===== src/hdl/cdd_pkg.sv =====
`default_nettype none
package cdd_pkg;

    // opcodes
    localparam logic [7:0] OP_BMO_R    = 8'h00;
    localparam logic [7:0] OP_BMO_IR   = 8'h01;
    localparam logic [7:0] OP_WMO_RR   = 8'h80;
    localparam logic [7:0] OP_WMO_IR   = 8'h81;
    localparam logic [7:0] OP_IRQ_OFF  = 8'h8f;
    localparam logic [7:0] OP_IRQ_ON   = 8'h9f;
    localparam logic [7:0] OP_DIV_R    = 8'h94;
    localparam logic [7:0] OP_DIV_IR   = 8'h95;
    localparam logic [7:0] OP_DIV_IM   = 8'h96;
    localparam logic [7:0] OP_ENTER    = 8'h1f;
    localparam logic [7:0] OP_EXIT     = 8'h2f;
    localparam logic [3:0] OP_CDB_NIB  = 4'ha;

    // cycle counts
    localparam logic [4:0] CYC_BMO      = 5'd4;
    localparam logic [4:0] CYC_WMO      = 5'd8;
    localparam logic [4:0] CYC_IRQ      = 5'd4;
    localparam logic [4:0] CYC_DIV      = 5'd26;
    localparam logic [4:0] CYC_DIV_ZERO = 5'd10;
    localparam logic [4:0] CYC_CDB      = 5'd8;
    localparam logic [4:0] CYC_ENTER    = 5'd14;
    localparam logic [4:0] CYC_EXIT_INT = 5'd14;
    localparam logic [4:0] CYC_EXIT_EXT = 5'd16;
    localparam logic [4:0] CYC_ILLEGAL  = 5'd2;
    localparam logic [4:0] CNT_LAST     = 5'd1;
    localparam logic [4:0] CNT_EXIT_POP = 5'd8;
    localparam logic [4:0] DIV_STEPS    = 5'd16;

    // instruction lengths in bytes
    localparam logic [1:0] LEN_ONE   = 2'd1;
    localparam logic [1:0] LEN_TWO   = 2'd2;
    localparam logic [1:0] LEN_THREE = 2'd3;

    // flag positions
    localparam int FLG_C = 7;
    localparam int FLG_Z = 6;
    localparam int FLG_S = 5;
    localparam int FLG_V = 4;

    localparam logic        MODE_IRQ_RST = 1'b0;
    localparam logic [15:0] WORD_STEP    = 16'h0002;
    localparam logic [7:0]  BYTE_MIN_NEG = 8'h80;
    localparam logic [15:0] WORD_MIN_NEG = 16'h8000;

    typedef struct packed {
        logic [15:0] pc;
        logic [15:0] sp;
        logic [15:0] tp;
        logic [7:0]  flags;
    } cdd_ctx_s;

    typedef struct packed {
        logic [7:0]  opcode;
        logic [15:0] dst;
        logic [7:0]  src;
        logic [7:0]  disp;
        logic        stk_ext;
        cdd_ctx_s    ctx;
    } cdd_req_s;

    typedef struct packed {
        logic [15:0] dst;
        logic        dst8_we;
        logic        dst16_we;
        logic [3:0]  wreg;
        logic [7:0]  flags;
        logic        flags_we;
        logic [15:0] pc;
        logic        pc_we;
        logic [15:0] sp;
        logic        sp_we;
        logic [15:0] tp;
        logic        tp_we;
        logic [1:0]  len;
    } cdd_res_s;

    typedef enum logic [1:0] {
        ST_IDLE = 2'b01,
        ST_RUN  = 2'b10
    } cdd_state_e;

endpackage
`default_nettype wire


===== src/hdl/cdd_exec.sv =====
`timescale 1ns/1ps
`default_nettype none
module cdd_exec (
    input  wire logic              ref_clk,
    input  wire logic              rst,
    input  wire logic              start,
    input  wire cdd_pkg::cdd_req_s req,
    output logic                   ready,
    output logic                   done,
    output logic                   illegal,
    output cdd_pkg::cdd_res_s      res,
    output logic                   stk_we,
    output logic                   stk_re,
    output logic [15:0]            stk_addr,
    output logic [15:0]            stk_wdata,
    input  wire logic [15:0]       stk_rdata,
    output logic [15:0]            prog_addr,
    input  wire logic [15:0]       prog_data,
    input  wire logic              irq_pend,
    output logic                   irq_enable,
    output logic                   irq_service
);
    typedef struct packed {
        cdd_pkg::cdd_state_e st;
        logic [4:0]          cnt;
        cdd_pkg::cdd_req_s   req;
        cdd_pkg::cdd_res_s   res;
        logic                done;
        logic                illegal;
        logic                stk_we;
        logic                stk_re;
        logic [15:0]         stk_addr;
        logic [15:0]         stk_wdata;
        logic [15:0]         prog_addr;
        logic [15:0]         popped;
        logic                irq_en;
    } cdd_exec_s;

    cdd_exec_s   q_ff;
    cdd_exec_s   nxt_q;
    logic        dv_start;
    logic        dv_done;
    logic [15:0] dv_quo;
    logic [7:0]  dv_rem;

    function automatic logic is_div(input logic [7:0] op);
        return op == cdd_pkg::OP_DIV_R || op == cdd_pkg::OP_DIV_IR || op == cdd_pkg::OP_DIV_IM;
    endfunction

    function automatic logic is_cdb(input logic [7:0] op);
        return op[3:0] == cdd_pkg::OP_CDB_NIB;
    endfunction

    function automatic logic [4:0] cyc_of(input cdd_pkg::cdd_req_s r);
        logic [4:0] c;
        c = cdd_pkg::CYC_ILLEGAL;
        if (is_cdb(r.opcode)) begin
            c = cdd_pkg::CYC_CDB;
        end else if (is_div(r.opcode)) begin
            c = (r.src == 8'h00) ? cdd_pkg::CYC_DIV_ZERO : cdd_pkg::CYC_DIV;
        end else begin
            unique case (r.opcode)
                cdd_pkg::OP_BMO_R, cdd_pkg::OP_BMO_IR: c = cdd_pkg::CYC_BMO;
                cdd_pkg::OP_WMO_RR, cdd_pkg::OP_WMO_IR: c = cdd_pkg::CYC_WMO;
                cdd_pkg::OP_IRQ_OFF, cdd_pkg::OP_IRQ_ON: c = cdd_pkg::CYC_IRQ;
                cdd_pkg::OP_ENTER: c = cdd_pkg::CYC_ENTER;
                cdd_pkg::OP_EXIT: c = r.stk_ext ? cdd_pkg::CYC_EXIT_EXT : cdd_pkg::CYC_EXIT_INT;
                default: c = cdd_pkg::CYC_ILLEGAL;
            endcase
        end
        return c;
    endfunction

    always_comb begin
        logic [7:0]  r8;
        logic [15:0] r16;
        logic [7:0]  f;
        cdd_pkg::cdd_req_s rq;
        rq    = q_ff.req;
        r8    = 8'(rq.dst[7:0] - 8'h01);
        r16   = 16'(rq.dst - 16'h0001);
        f     = rq.ctx.flags;
        nxt_q = q_ff;
        dv_start             = 1'b0;
        nxt_q.done           = 1'b0;
        nxt_q.illegal        = 1'b0;
        nxt_q.stk_we         = 1'b0;
        nxt_q.stk_re         = 1'b0;
        nxt_q.res.dst8_we    = 1'b0;
        nxt_q.res.dst16_we   = 1'b0;
        nxt_q.res.flags_we   = 1'b0;
        nxt_q.res.pc_we      = 1'b0;
        nxt_q.res.sp_we      = 1'b0;
        nxt_q.res.tp_we      = 1'b0;
        unique case (q_ff.st)
            cdd_pkg::ST_IDLE: begin
                if (start) begin
                    nxt_q.req = req;
                    nxt_q.st  = cdd_pkg::ST_RUN;
                    nxt_q.cnt = 5'(cyc_of(req) - 5'd1);
                    dv_start  = is_div(req.opcode) && req.src != 8'h00;
                    if (req.opcode == cdd_pkg::OP_ENTER) begin
                        nxt_q.stk_we    = 1'b1;
                        nxt_q.stk_addr  = 16'(req.ctx.sp - cdd_pkg::WORD_STEP);
                        nxt_q.stk_wdata = req.ctx.tp;
                        nxt_q.prog_addr = req.ctx.pc;
                    end
                    if (req.opcode == cdd_pkg::OP_EXIT) begin
                        nxt_q.stk_re   = 1'b1;
                        nxt_q.stk_addr = req.ctx.sp;
                    end
                end
            end
            cdd_pkg::ST_RUN: begin
                nxt_q.cnt = 5'(q_ff.cnt - 5'd1);
                if (rq.opcode == cdd_pkg::OP_EXIT && q_ff.cnt == cdd_pkg::CNT_EXIT_POP) begin
                    nxt_q.popped    = stk_rdata;
                    nxt_q.prog_addr = stk_rdata;
                end
                if (q_ff.cnt == cdd_pkg::CNT_LAST) begin
                    nxt_q.st        = cdd_pkg::ST_IDLE;
                    nxt_q.done      = 1'b1;
                    nxt_q.res.dst   = rq.dst;
                    nxt_q.res.wreg  = rq.opcode[7:4];
                    nxt_q.res.pc    = rq.ctx.pc;
                    nxt_q.res.sp    = rq.ctx.sp;
                    nxt_q.res.tp    = rq.ctx.tp;
                    nxt_q.res.len   = cdd_pkg::LEN_ONE;
                    if (is_cdb(rq.opcode)) begin
                        nxt_q.res.dst     = {rq.dst[15:8], r8};
                        nxt_q.res.dst8_we = 1'b1;
                        nxt_q.res.len     = cdd_pkg::LEN_TWO;
                        if (r8 != 8'h00) begin
                            nxt_q.res.pc    = 16'(rq.ctx.pc + {{8{rq.disp[7]}}, rq.disp});
                            nxt_q.res.pc_we = 1'b1;
                        end
                    end else if (is_div(rq.opcode)) begin
                        nxt_q.res.len = cdd_pkg::LEN_THREE;
                        nxt_q.res.flags_we = 1'b1;
                        if (rq.src == 8'h00) begin
                            f[cdd_pkg::FLG_V] = 1'b1;
                            f[cdd_pkg::FLG_C] = 1'b0;
                            f[cdd_pkg::FLG_Z] = 1'b1;
                            f[cdd_pkg::FLG_S] = 1'b0;
                        end else begin
                            nxt_q.res.dst      = {dv_rem, dv_quo[7:0]};
                            nxt_q.res.dst16_we = 1'b1;
                            // overflow and carry from quotient range
                            f[cdd_pkg::FLG_V] = |dv_quo[15:8];
                            f[cdd_pkg::FLG_C] = (|dv_quo[15:8]) && dv_quo[15:9] == 7'h00;
                            f[cdd_pkg::FLG_Z] = dv_quo == 16'h0000;
                            f[cdd_pkg::FLG_S] = dv_quo[7];
                        end
                    end else begin
                        unique case (rq.opcode)
                            cdd_pkg::OP_BMO_R, cdd_pkg::OP_BMO_IR: begin
                                nxt_q.res.dst      = {rq.dst[15:8], r8};
                                nxt_q.res.dst8_we  = 1'b1;
                                nxt_q.res.len      = cdd_pkg::LEN_TWO;
                                f[cdd_pkg::FLG_Z]  = r8 == 8'h00;
                                f[cdd_pkg::FLG_S]  = r8[7];
                                f[cdd_pkg::FLG_V]  = rq.dst[7:0] == cdd_pkg::BYTE_MIN_NEG;
                                nxt_q.res.flags_we = 1'b1;
                            end
                            cdd_pkg::OP_WMO_RR, cdd_pkg::OP_WMO_IR: begin
                                // word minus one, one 16-bit subtract with the low byte borrow carried into the high byte
                                nxt_q.res.dst      = r16;
                                nxt_q.res.dst16_we = 1'b1;
                                nxt_q.res.len      = cdd_pkg::LEN_TWO;
                                f[cdd_pkg::FLG_Z]  = r16 == 16'h0000;
                                f[cdd_pkg::FLG_S]  = r16[15];
                                f[cdd_pkg::FLG_V]  = rq.dst == cdd_pkg::WORD_MIN_NEG;
                                nxt_q.res.flags_we = 1'b1;
                            end
                            cdd_pkg::OP_IRQ_OFF: nxt_q.irq_en = 1'b0;
                            cdd_pkg::OP_IRQ_ON: nxt_q.irq_en = 1'b1;
                            cdd_pkg::OP_ENTER: begin
                                nxt_q.res.sp    = 16'(rq.ctx.sp - cdd_pkg::WORD_STEP);
                                nxt_q.res.tp    = 16'(rq.ctx.pc + cdd_pkg::WORD_STEP);
                                nxt_q.res.pc    = prog_data;
                                nxt_q.res.sp_we = 1'b1;
                                nxt_q.res.tp_we = 1'b1;
                                nxt_q.res.pc_we = 1'b1;
                            end
                            cdd_pkg::OP_EXIT: begin
                                nxt_q.res.sp    = 16'(rq.ctx.sp + cdd_pkg::WORD_STEP);
                                nxt_q.res.tp    = 16'(q_ff.popped + cdd_pkg::WORD_STEP);
                                nxt_q.res.pc    = prog_data;
                                nxt_q.res.sp_we = 1'b1;
                                nxt_q.res.tp_we = 1'b1;
                                nxt_q.res.pc_we = 1'b1;
                            end
                            default: nxt_q.illegal = 1'b1;
                        endcase
                    end
                    nxt_q.res.flags = f;
                end
            end
            default: nxt_q.st = cdd_pkg::ST_IDLE;
        endcase
    end

    always_ff @(posedge ref_clk or posedge rst) begin
        if (rst) begin
            q_ff        <= '0;
            q_ff.st     <= cdd_pkg::ST_IDLE;
            q_ff.irq_en <= cdd_pkg::MODE_IRQ_RST;
        end else begin
            q_ff <= nxt_q;
        end
    end

    cdd_divider u_div (
        .ref_clk  (ref_clk),
        .rst      (rst),
        .start    (dv_start),
        .dividend (req.dst),
        .divisor  (req.src),
        .done     (dv_done),
        .quo      (dv_quo),
        .rem      (dv_rem)
    );

    assign ready      = q_ff.st == cdd_pkg::ST_IDLE;
    assign done       = q_ff.done;
    assign illegal    = q_ff.illegal;
    assign res        = q_ff.res;
    assign stk_we     = q_ff.stk_we;
    assign stk_re     = q_ff.stk_re;
    assign stk_addr   = q_ff.stk_addr;
    assign stk_wdata  = q_ff.stk_wdata;
    assign prog_addr  = q_ff.prog_addr;
    assign irq_enable = q_ff.irq_en;
    assign irq_service = q_ff.irq_en && irq_pend;

    logic take;
    assign take = ready && start;

    a_byte_dec_time: assert property (@(posedge ref_clk) disable iff (rst)
        (take && req.opcode == cdd_pkg::OP_BMO_R) |-> ##1 (!done)[*3] ##1 (done && res.dst8_we))
        else $error("byte decrement timing wrong");
    a_byte_dec_flags: assert property (@(posedge ref_clk) disable iff (rst)
        (done && q_ff.res.dst8_we && !is_cdb(q_ff.req.opcode)) |->
            (res.flags[cdd_pkg::FLG_Z] == (res.dst[7:0] == 8'h00)
            && res.flags[cdd_pkg::FLG_C] == q_ff.req.ctx.flags[cdd_pkg::FLG_C]
            && res.dst[7:0] == 8'(q_ff.req.dst[7:0] - 8'h01)))
        else $error("byte decrement result or flags wrong");
    a_word_dec_time: assert property (@(posedge ref_clk) disable iff (rst)
        (take && req.opcode == cdd_pkg::OP_WMO_RR) |-> ##8 (done && res.dst16_we
            && res.dst == 16'($past(req.dst, 8) - 16'h0001)))
        else $error("word decrement wrong");
    a_word_dec_flags: assert property (@(posedge ref_clk) disable iff (rst)
        (done && q_ff.res.dst16_we && !is_div(q_ff.req.opcode)) |->
            (res.flags[cdd_pkg::FLG_S] == res.dst[15] && res.flags[cdd_pkg::FLG_V] == (res.dst == 16'h7fff)))
        else $error("word decrement flags wrong");
    a_irq_off_gate: assert property (@(posedge ref_clk) disable iff (rst)
        (take && req.opcode == cdd_pkg::OP_IRQ_OFF) |-> ##4 (done && !irq_enable && !irq_service))
        else $error("interrupt off did not gate servicing");
    a_irq_on_serve: assert property (@(posedge ref_clk) disable iff (rst)
        (take && req.opcode == cdd_pkg::OP_IRQ_ON) |-> ##4 (irq_enable && (irq_service == irq_pend)))
        else $error("interrupt on did not enable servicing");
    a_pending_served: assert property (@(posedge ref_clk) disable iff (rst)
        (irq_enable && irq_pend) |-> irq_service)
        else $error("pending request not serviced while enabled");
    a_div_zero_time: assert property (@(posedge ref_clk) disable iff (rst)
        (take && is_div(req.opcode) && req.src == 8'h00) |-> ##10 (done && res.flags[cdd_pkg::FLG_V]
            && res.flags[cdd_pkg::FLG_Z] && !res.dst16_we))
        else $error("zero divisor handling wrong");
    a_div_flags_ovf: assert property (@(posedge ref_clk) disable iff (rst)
        (take && is_div(req.opcode) && req.src != 8'h00) |-> ##26 (done && res.len == cdd_pkg::LEN_THREE
            && res.flags[cdd_pkg::FLG_V] == ($past(req.dst, 26) / {8'h00, $past(req.src, 26)} > 16'h00ff)))
        else $error("divide overflow flag or timing wrong");
    a_cdb_target: assert property (@(posedge ref_clk) disable iff (rst)
        (take && is_cdb(req.opcode)) |-> ##8 (done && (res.pc_we == (res.dst[7:0] != 8'h00))
            && res.flags == $past(req.ctx.flags, 8)))
        else $error("count-down branch wrong");
    a_enter_ptrs: assert property (@(posedge ref_clk) disable iff (rst)
        (take && req.opcode == cdd_pkg::OP_ENTER) |-> ##1 (stk_we && stk_wdata == $past(req.ctx.tp))
            ##13 (done && res.tp == 16'($past(req.ctx.pc, 14) + cdd_pkg::WORD_STEP) && res.pc == $past(prog_data)))
        else $error("enter pointer handling wrong");
    a_flags_kept: assert property (@(posedge ref_clk) disable iff (rst)
        (done && (q_ff.req.opcode == cdd_pkg::OP_IRQ_ON || q_ff.req.opcode == cdd_pkg::OP_IRQ_OFF
            || q_ff.req.opcode == cdd_pkg::OP_ENTER || q_ff.req.opcode == cdd_pkg::OP_EXIT))
            |-> (!res.flags_we && res.flags == q_ff.req.ctx.flags))
        else $error("flags changed by flag-neutral instruction");
    a_exit_pop_addr: assert property (@(posedge ref_clk) disable iff (rst)
        (take && req.opcode == cdd_pkg::OP_EXIT) |-> ##1 (stk_re && stk_addr == $past(req.ctx.sp)))
        else $error("exit pop address wrong");
    a_div_quo_ready: assert property (@(posedge ref_clk) disable iff (rst)
        (take && is_div(req.opcode) && req.src != 8'h00) |-> ##17 dv_done)
        else $error("divider not finished in time");

endmodule
`default_nettype wire


===== src/hdl/cdd_divider.sv =====
`timescale 1ns/1ps
`default_nettype none
// restoring 16 by 8 unsigned divide, one quotient bit per cycle
module cdd_divider (
    input  wire logic        ref_clk,
    input  wire logic        rst,
    input  wire logic        start,
    input  wire logic [15:0] dividend,
    input  wire logic [7:0]  divisor,
    output logic             done,
    output logic [15:0]      quo,
    output logic [7:0]       rem
);
    typedef struct packed {
        logic        busy;
        logic [4:0]  cnt;
        logic [7:0]  dvs;
        logic [7:0]  rem;
        logic [15:0] quo;
        logic        done;
    } cdd_div_s;

    cdd_div_s q_ff;
    cdd_div_s nxt_q;

    always_comb begin
        logic [8:0] part;
        part  = {q_ff.rem, q_ff.quo[15]};
        nxt_q = q_ff;
        nxt_q.done = 1'b0;
        if (start) begin
            nxt_q.busy = 1'b1;
            nxt_q.cnt  = cdd_pkg::DIV_STEPS;
            nxt_q.dvs  = divisor;
            nxt_q.rem  = 8'h00;
            nxt_q.quo  = dividend;
        end else if (q_ff.busy) begin
            if (part >= {1'b0, q_ff.dvs}) begin
                nxt_q.rem = 8'(part - {1'b0, q_ff.dvs});
                nxt_q.quo = {q_ff.quo[14:0], 1'b1};
            end else begin
                nxt_q.rem = part[7:0];
                nxt_q.quo = {q_ff.quo[14:0], 1'b0};
            end
            nxt_q.cnt = 5'(q_ff.cnt - 5'd1);
            if (q_ff.cnt == 5'd1) begin
                nxt_q.busy = 1'b0;
                nxt_q.done = 1'b1;
            end
        end
    end

    always_ff @(posedge ref_clk or posedge rst) begin
        if (rst) begin
            q_ff <= '0;
        end else begin
            q_ff <= nxt_q;
        end
    end

    assign done = q_ff.done;
    assign quo  = q_ff.quo;
    assign rem  = q_ff.rem;

    a_div_result_exact: assert property (@(posedge ref_clk) disable iff (rst)
        (start && divisor != 8'h00) |-> ##17 (done && quo == $past(dividend, 17) / {8'h00, $past(divisor, 17)}
            && rem == 8'($past(dividend, 17) % {8'h00, $past(divisor, 17)})))
        else $error("divider result wrong");

endmodule
`default_nettype wire


===== config.mk =====
export PLATFORM = sky130hd
export DESIGN_NAME = cdd_exec
export DESIGN_NICKNAME = d
export VERILOG_FILES = /design/src/hdl/cdd_pkg.sv /design/src/hdl/cdd_exec.sv /design/src/hdl/cdd_divider.sv
export SDC_FILE = /design/constraint.sdc
export NUM_CORES = 1
export LEC_CHECK = 0
export BUFFER_PORTS_ARGS = -buffer_cell sky130_fd_sc_hd__buf_4
export CORE_UTILIZATION = 30
export DETAILED_ROUTE_END_ITERATION = 10
export MAX_ROUTING_LAYER = met4
export RECOVER_POWER = 25
export SYNTH_ARGS = -nofsm -noshare
export SYNTH_HDL_FRONTEND = slang
export SYNTH_SLANG_ARGS = --single-unit

===== constraint.sdc =====
create_clock -name ref_clk -period 10.14 [get_ports ref_clk]
set_input_delay 0.507 -clock ref_clk [delete_from_list [all_inputs] [get_ports ref_clk]]
set_output_delay 0.507 -clock ref_clk [all_outputs]
set_load 0.03 [all_outputs]

==> results.sh <==
export IMPL_clockBufferDepth=3
export IMPL_ios=272
export IMPL_rr_startpoint="q_ff[249]"
export IMPL_synth_edff_count=0
export IMPL_wl_met3_um=2923
export IMPL_cts_root_buf="clkbuf_16"
export IMPL_drive_gt1_frac=0.1848
export IMPL_syn_nets=2025
export IMPL_via_count=13304
export IMPL_synth_ff_type="dfrtp_1"
export IMPL_synth_adder_area_share=0.03986
export IMPL_p_per_area_nw_per_um2=303.0
export IMPL_cts_made_buffers=35
export IMPL_clock_latency_ns=0.55
export IMPL_crit_path_start_kind="primary input"
export IMPL_routed_wl_um=50140
export IMPL_synth_top_family_by_area="simple AND/OR/NAND/NOR gates"
export IMPL_synth_avg_cell_area_um2=8.827
export IMPL_grt_max_degree=81
export IMPL_synth_compound_area_frac=0.1391
export IMPL_hold_violations=0
export IMPL_cp_end_kind="asynchronous set/reset pin"
export IMPL_postCtsSetupBuffers=0
export IMPL_min_to="q_ff[159]"
export IMPL_nNetsFinal=2133
export IMPL_grt_pass1_wl_um=78740
export IMPL_relSlewSlack=-1.587
export IMPL_drv_slew=226
export IMPL_async_flop_share=1.000
export IMPL_wire_per_inst_um=18.81
export IMPL_cp_max_fo=80
export IMPL_cp_arrival_ns=5.67
export IMPL_globalplace_congestion=0.8611
export IMPL_outcome="finished, violations left"
export IMPL_vias_per_cell=4.992
export IMPL_yosysUniqueCellTypes=77
export IMPL_cp_slowest_stage_delay_ns=2.85
export IMPL_antenna_found_initial=2
export IMPL_slowest_stage="clkbuf_1"
export IMPL_syn_area_um2=16260
export IMPL_reg2reg_to="res[34]"
export IMPL_tightest_slew_ns=3.881
export IMPL_hold_class="primary input to flip-flop"
export IMPL_worstSetupPathType="primary input to asynchronous set/reset pin"
export IMPL_numPortBuffers=271
export IMPL_r2r_setup_slack_ns=5.97
export IMPL_synth_seq_cells=293
export IMPL_fmax_mhz=168.9
export IMPL_syn_inst=1842
export IMPL_final_cell_mix="nand2_1, dfrtp_1, buf_4"
export IMPL_finalSetupViolCount=0
export IMPL_coreArea_um2=53080
export IMPL_p_leak_nw=9.014
export IMPL_grt_ovfl_total=0
export IMPL_pre_cts_slack_ns=5.983
export IMPL_postRouteAntennaNets=0
export IMPL_wl_met1_um=22720
export IMPL_reg2regPathDepth=13
export IMPL_worstHoldStart="req[6]"
export IMPL_route_met2_wl_um=23370
export IMPL_tns_ns=0
export IMPL_ys_warn_count=0
export IMPL_finClkSkew_ns=0.02245
export IMPL_drt_initial_drc_count=886
export IMPL_top_layer_used="met4"
export IMPL_synth_xor_area_frac=0.03717
export IMPL_firstDrtPassIters=5
export IMPL_clock_sinks=293
export IMPL_postCtsResizedCells=0
export IMPL_start_util=0.3063
export IMPL_cts_tree="done"
export IMPL_violations="max-capacitance violations, max-slew violations"
export IMPL_critPathBufInv=3
export IMPL_ys_seq_area_frac=0.4510
export IMPL_fin_crit_sh=0.5840
export IMPL_setup_slack_ns=4.219
export IMPL_min_path_cells=3
export IMPL_layout_min_cycle_time_ns=5.921
export IMPL_path_clk_slew_ns=0.06
export IMPL_cp_cell_sequence="clkbuf_4 -> clkinvlp_2 -> clkbuf_1"
export IMPL_ir_worst_vdd_v=0.0001075
export IMPL_area_growth_syn_to_layout_pct=16.81
export IMPL_track_usage=0.1873
export IMPL_die_x_um=234.8
export IMPL_die_y_um=234.8
export IMPL_total_power_w=0.005755
export IMPL_final_util=0.3579
export IMPL_drv_cap=3
export IMPL_num_rows=84
export IMPL_drc=0
export IMPL_synthSimpleGateAreaFrac=0.2007
export IMPL_dp_hpwl_um=35940
export IMPL_cp_top_family="buffers and inverters"
export IMPL_muxShareOfSynthArea=0.04248
export IMPL_die_area_um2=55130
export IMPL_htree_levels=2
export IMPL_rsz0062_at_grt="false"
export IMPL_layout_commonest_cell="nand2_1"
export IMPL_postCtsHoldBufs=0
export IMPL_grt_pass1_vias=13255
export IMPL_crit_required_ns=9.89
-- Yosys cell counts, drive strengths merged, types with 5 or more instances --
master,count,area share
a211oi,10,0.0049
a21o,11,0.0051
a21oi,101,0.031
a221oi,10,0.0054
a22oi,38,0.018
a31oi,17,0.0065
and2,6,0.0023
and3,14,0.0054
buf,145,0.065
clkbuf,73,0.017
dfrtp,292,0.45
ha,47,0.036
inv,34,0.0078
mux2,37,0.026
mux2i,27,0.017
nand2,459,0.11
nand2b,12,0.0046
nand3,23,0.0071
nand3b,7,0.0032
nand4,5,0.0019
nor2,126,0.030
nor2b,10,0.0038
nor3,32,0.011
nor4,17,0.0069
o211ai,9,0.0042
o21a,6,0.0028
o21ai,111,0.034
o22ai,8,0.0031
o31ai,7,0.0032
or2,5,0.0019
or3,6,0.0023
or4,6,0.0028
xnor2,36,0.019
xor2,33,0.018
-- routing by layer --
layer  vias up  global-route usage
met3        66             0.04100
met2       373              0.2938
met1      6465              0.2424
met4         0             0.05263
li1       6400                   -
met5         -                   -
-- cells by family (layout without fill, tap and decap cells) --
| family | after synthesis | in the layout |
|---|---|---|
| AO/OA/AOI/OAI | 366 | 366 |
| multiplexers | 64 | 64 |
| flip-flops | 293 | 293 |
| AND/OR/NAND/NOR | 748 | 748 |
| XOR/XNOR | 69 | 69 |
| other | 0 | 2 |
| buffers and inverters | 252 | 385 |
| adder cells (fa/ha/maj) | 50 | 50 |
-- registers in the layout (all words and copies together) (netlist names) --
signal,flops
u_div.q_ff,14
q_ff,119
res,83
irq_enable,1
illegal,1
u_div.rem,8
stk_re,1
prog_addr,16
stk_we,1
u_div.quo,16
done,1
stk_addr,16
stk_wdata,16
-- worst max path at each step --
stage               from         to  slack, ns  depth (start not counted)
6_report             rst    res[15]       4.22                          3
5_1_grt              rst  q_ff[184]       2.96                          3
4_1_cts        q_ff[249]    res[32]       5.98                         12
3_5_place_dp   q_ff[249]    res[32]       5.98                         12
3_3_place_gp   q_ff[249]    res[34]       6.14                         13
2_1_floorplan        rst       done       1.54                          1
-- report_power, final --
group          switching [W]  internal, W  total [W]
Combinational        0.00149     0.000951    0.00244
Clock               0.000517     0.000749    0.00127
Sequential          0.000454      0.00160    0.00205
-- worst register-to-register path: cells and delay by family, from the launching register on --
kind / cells / cell delay [ns]
buf+inv: 1 / 0.37
fa+ha+maj: 1 / 0.50
simple gates: 6 / 1.56
compound gates: 5 / 1.23
flops: 1 / 0.44
-- stage by stage --
step | instances | instance area (µm²) | hold slack (ns)
global placement | 2601 | 18010 | 0.4475
finish | 2665 | 18990 | 0.1490
detailed placement | 2601 | 18010 | 0.4514
global route | 2665 | 18990 | 0.1384
floorplan | 1842 | 16260 | 0.4370
CTS | 2663 | 19160 | 0.03082
-- area by class of cell --
type | count | area (µm²)
Inverter | 34 | 128.9
Multi-Input combinational cell | 1297 | 7507
Antenna cell | 2 | 5.005
Clock inverter | 13 | 98.84
Timing Repair Buffer | 289 | 2008
Tap cell | 688 | 860.8
Fill cell | 5376 | 34080
Clock buffer | 49 | 1051
Sequential cell | 293 | 7333
(Power assumes the default switching activity.)
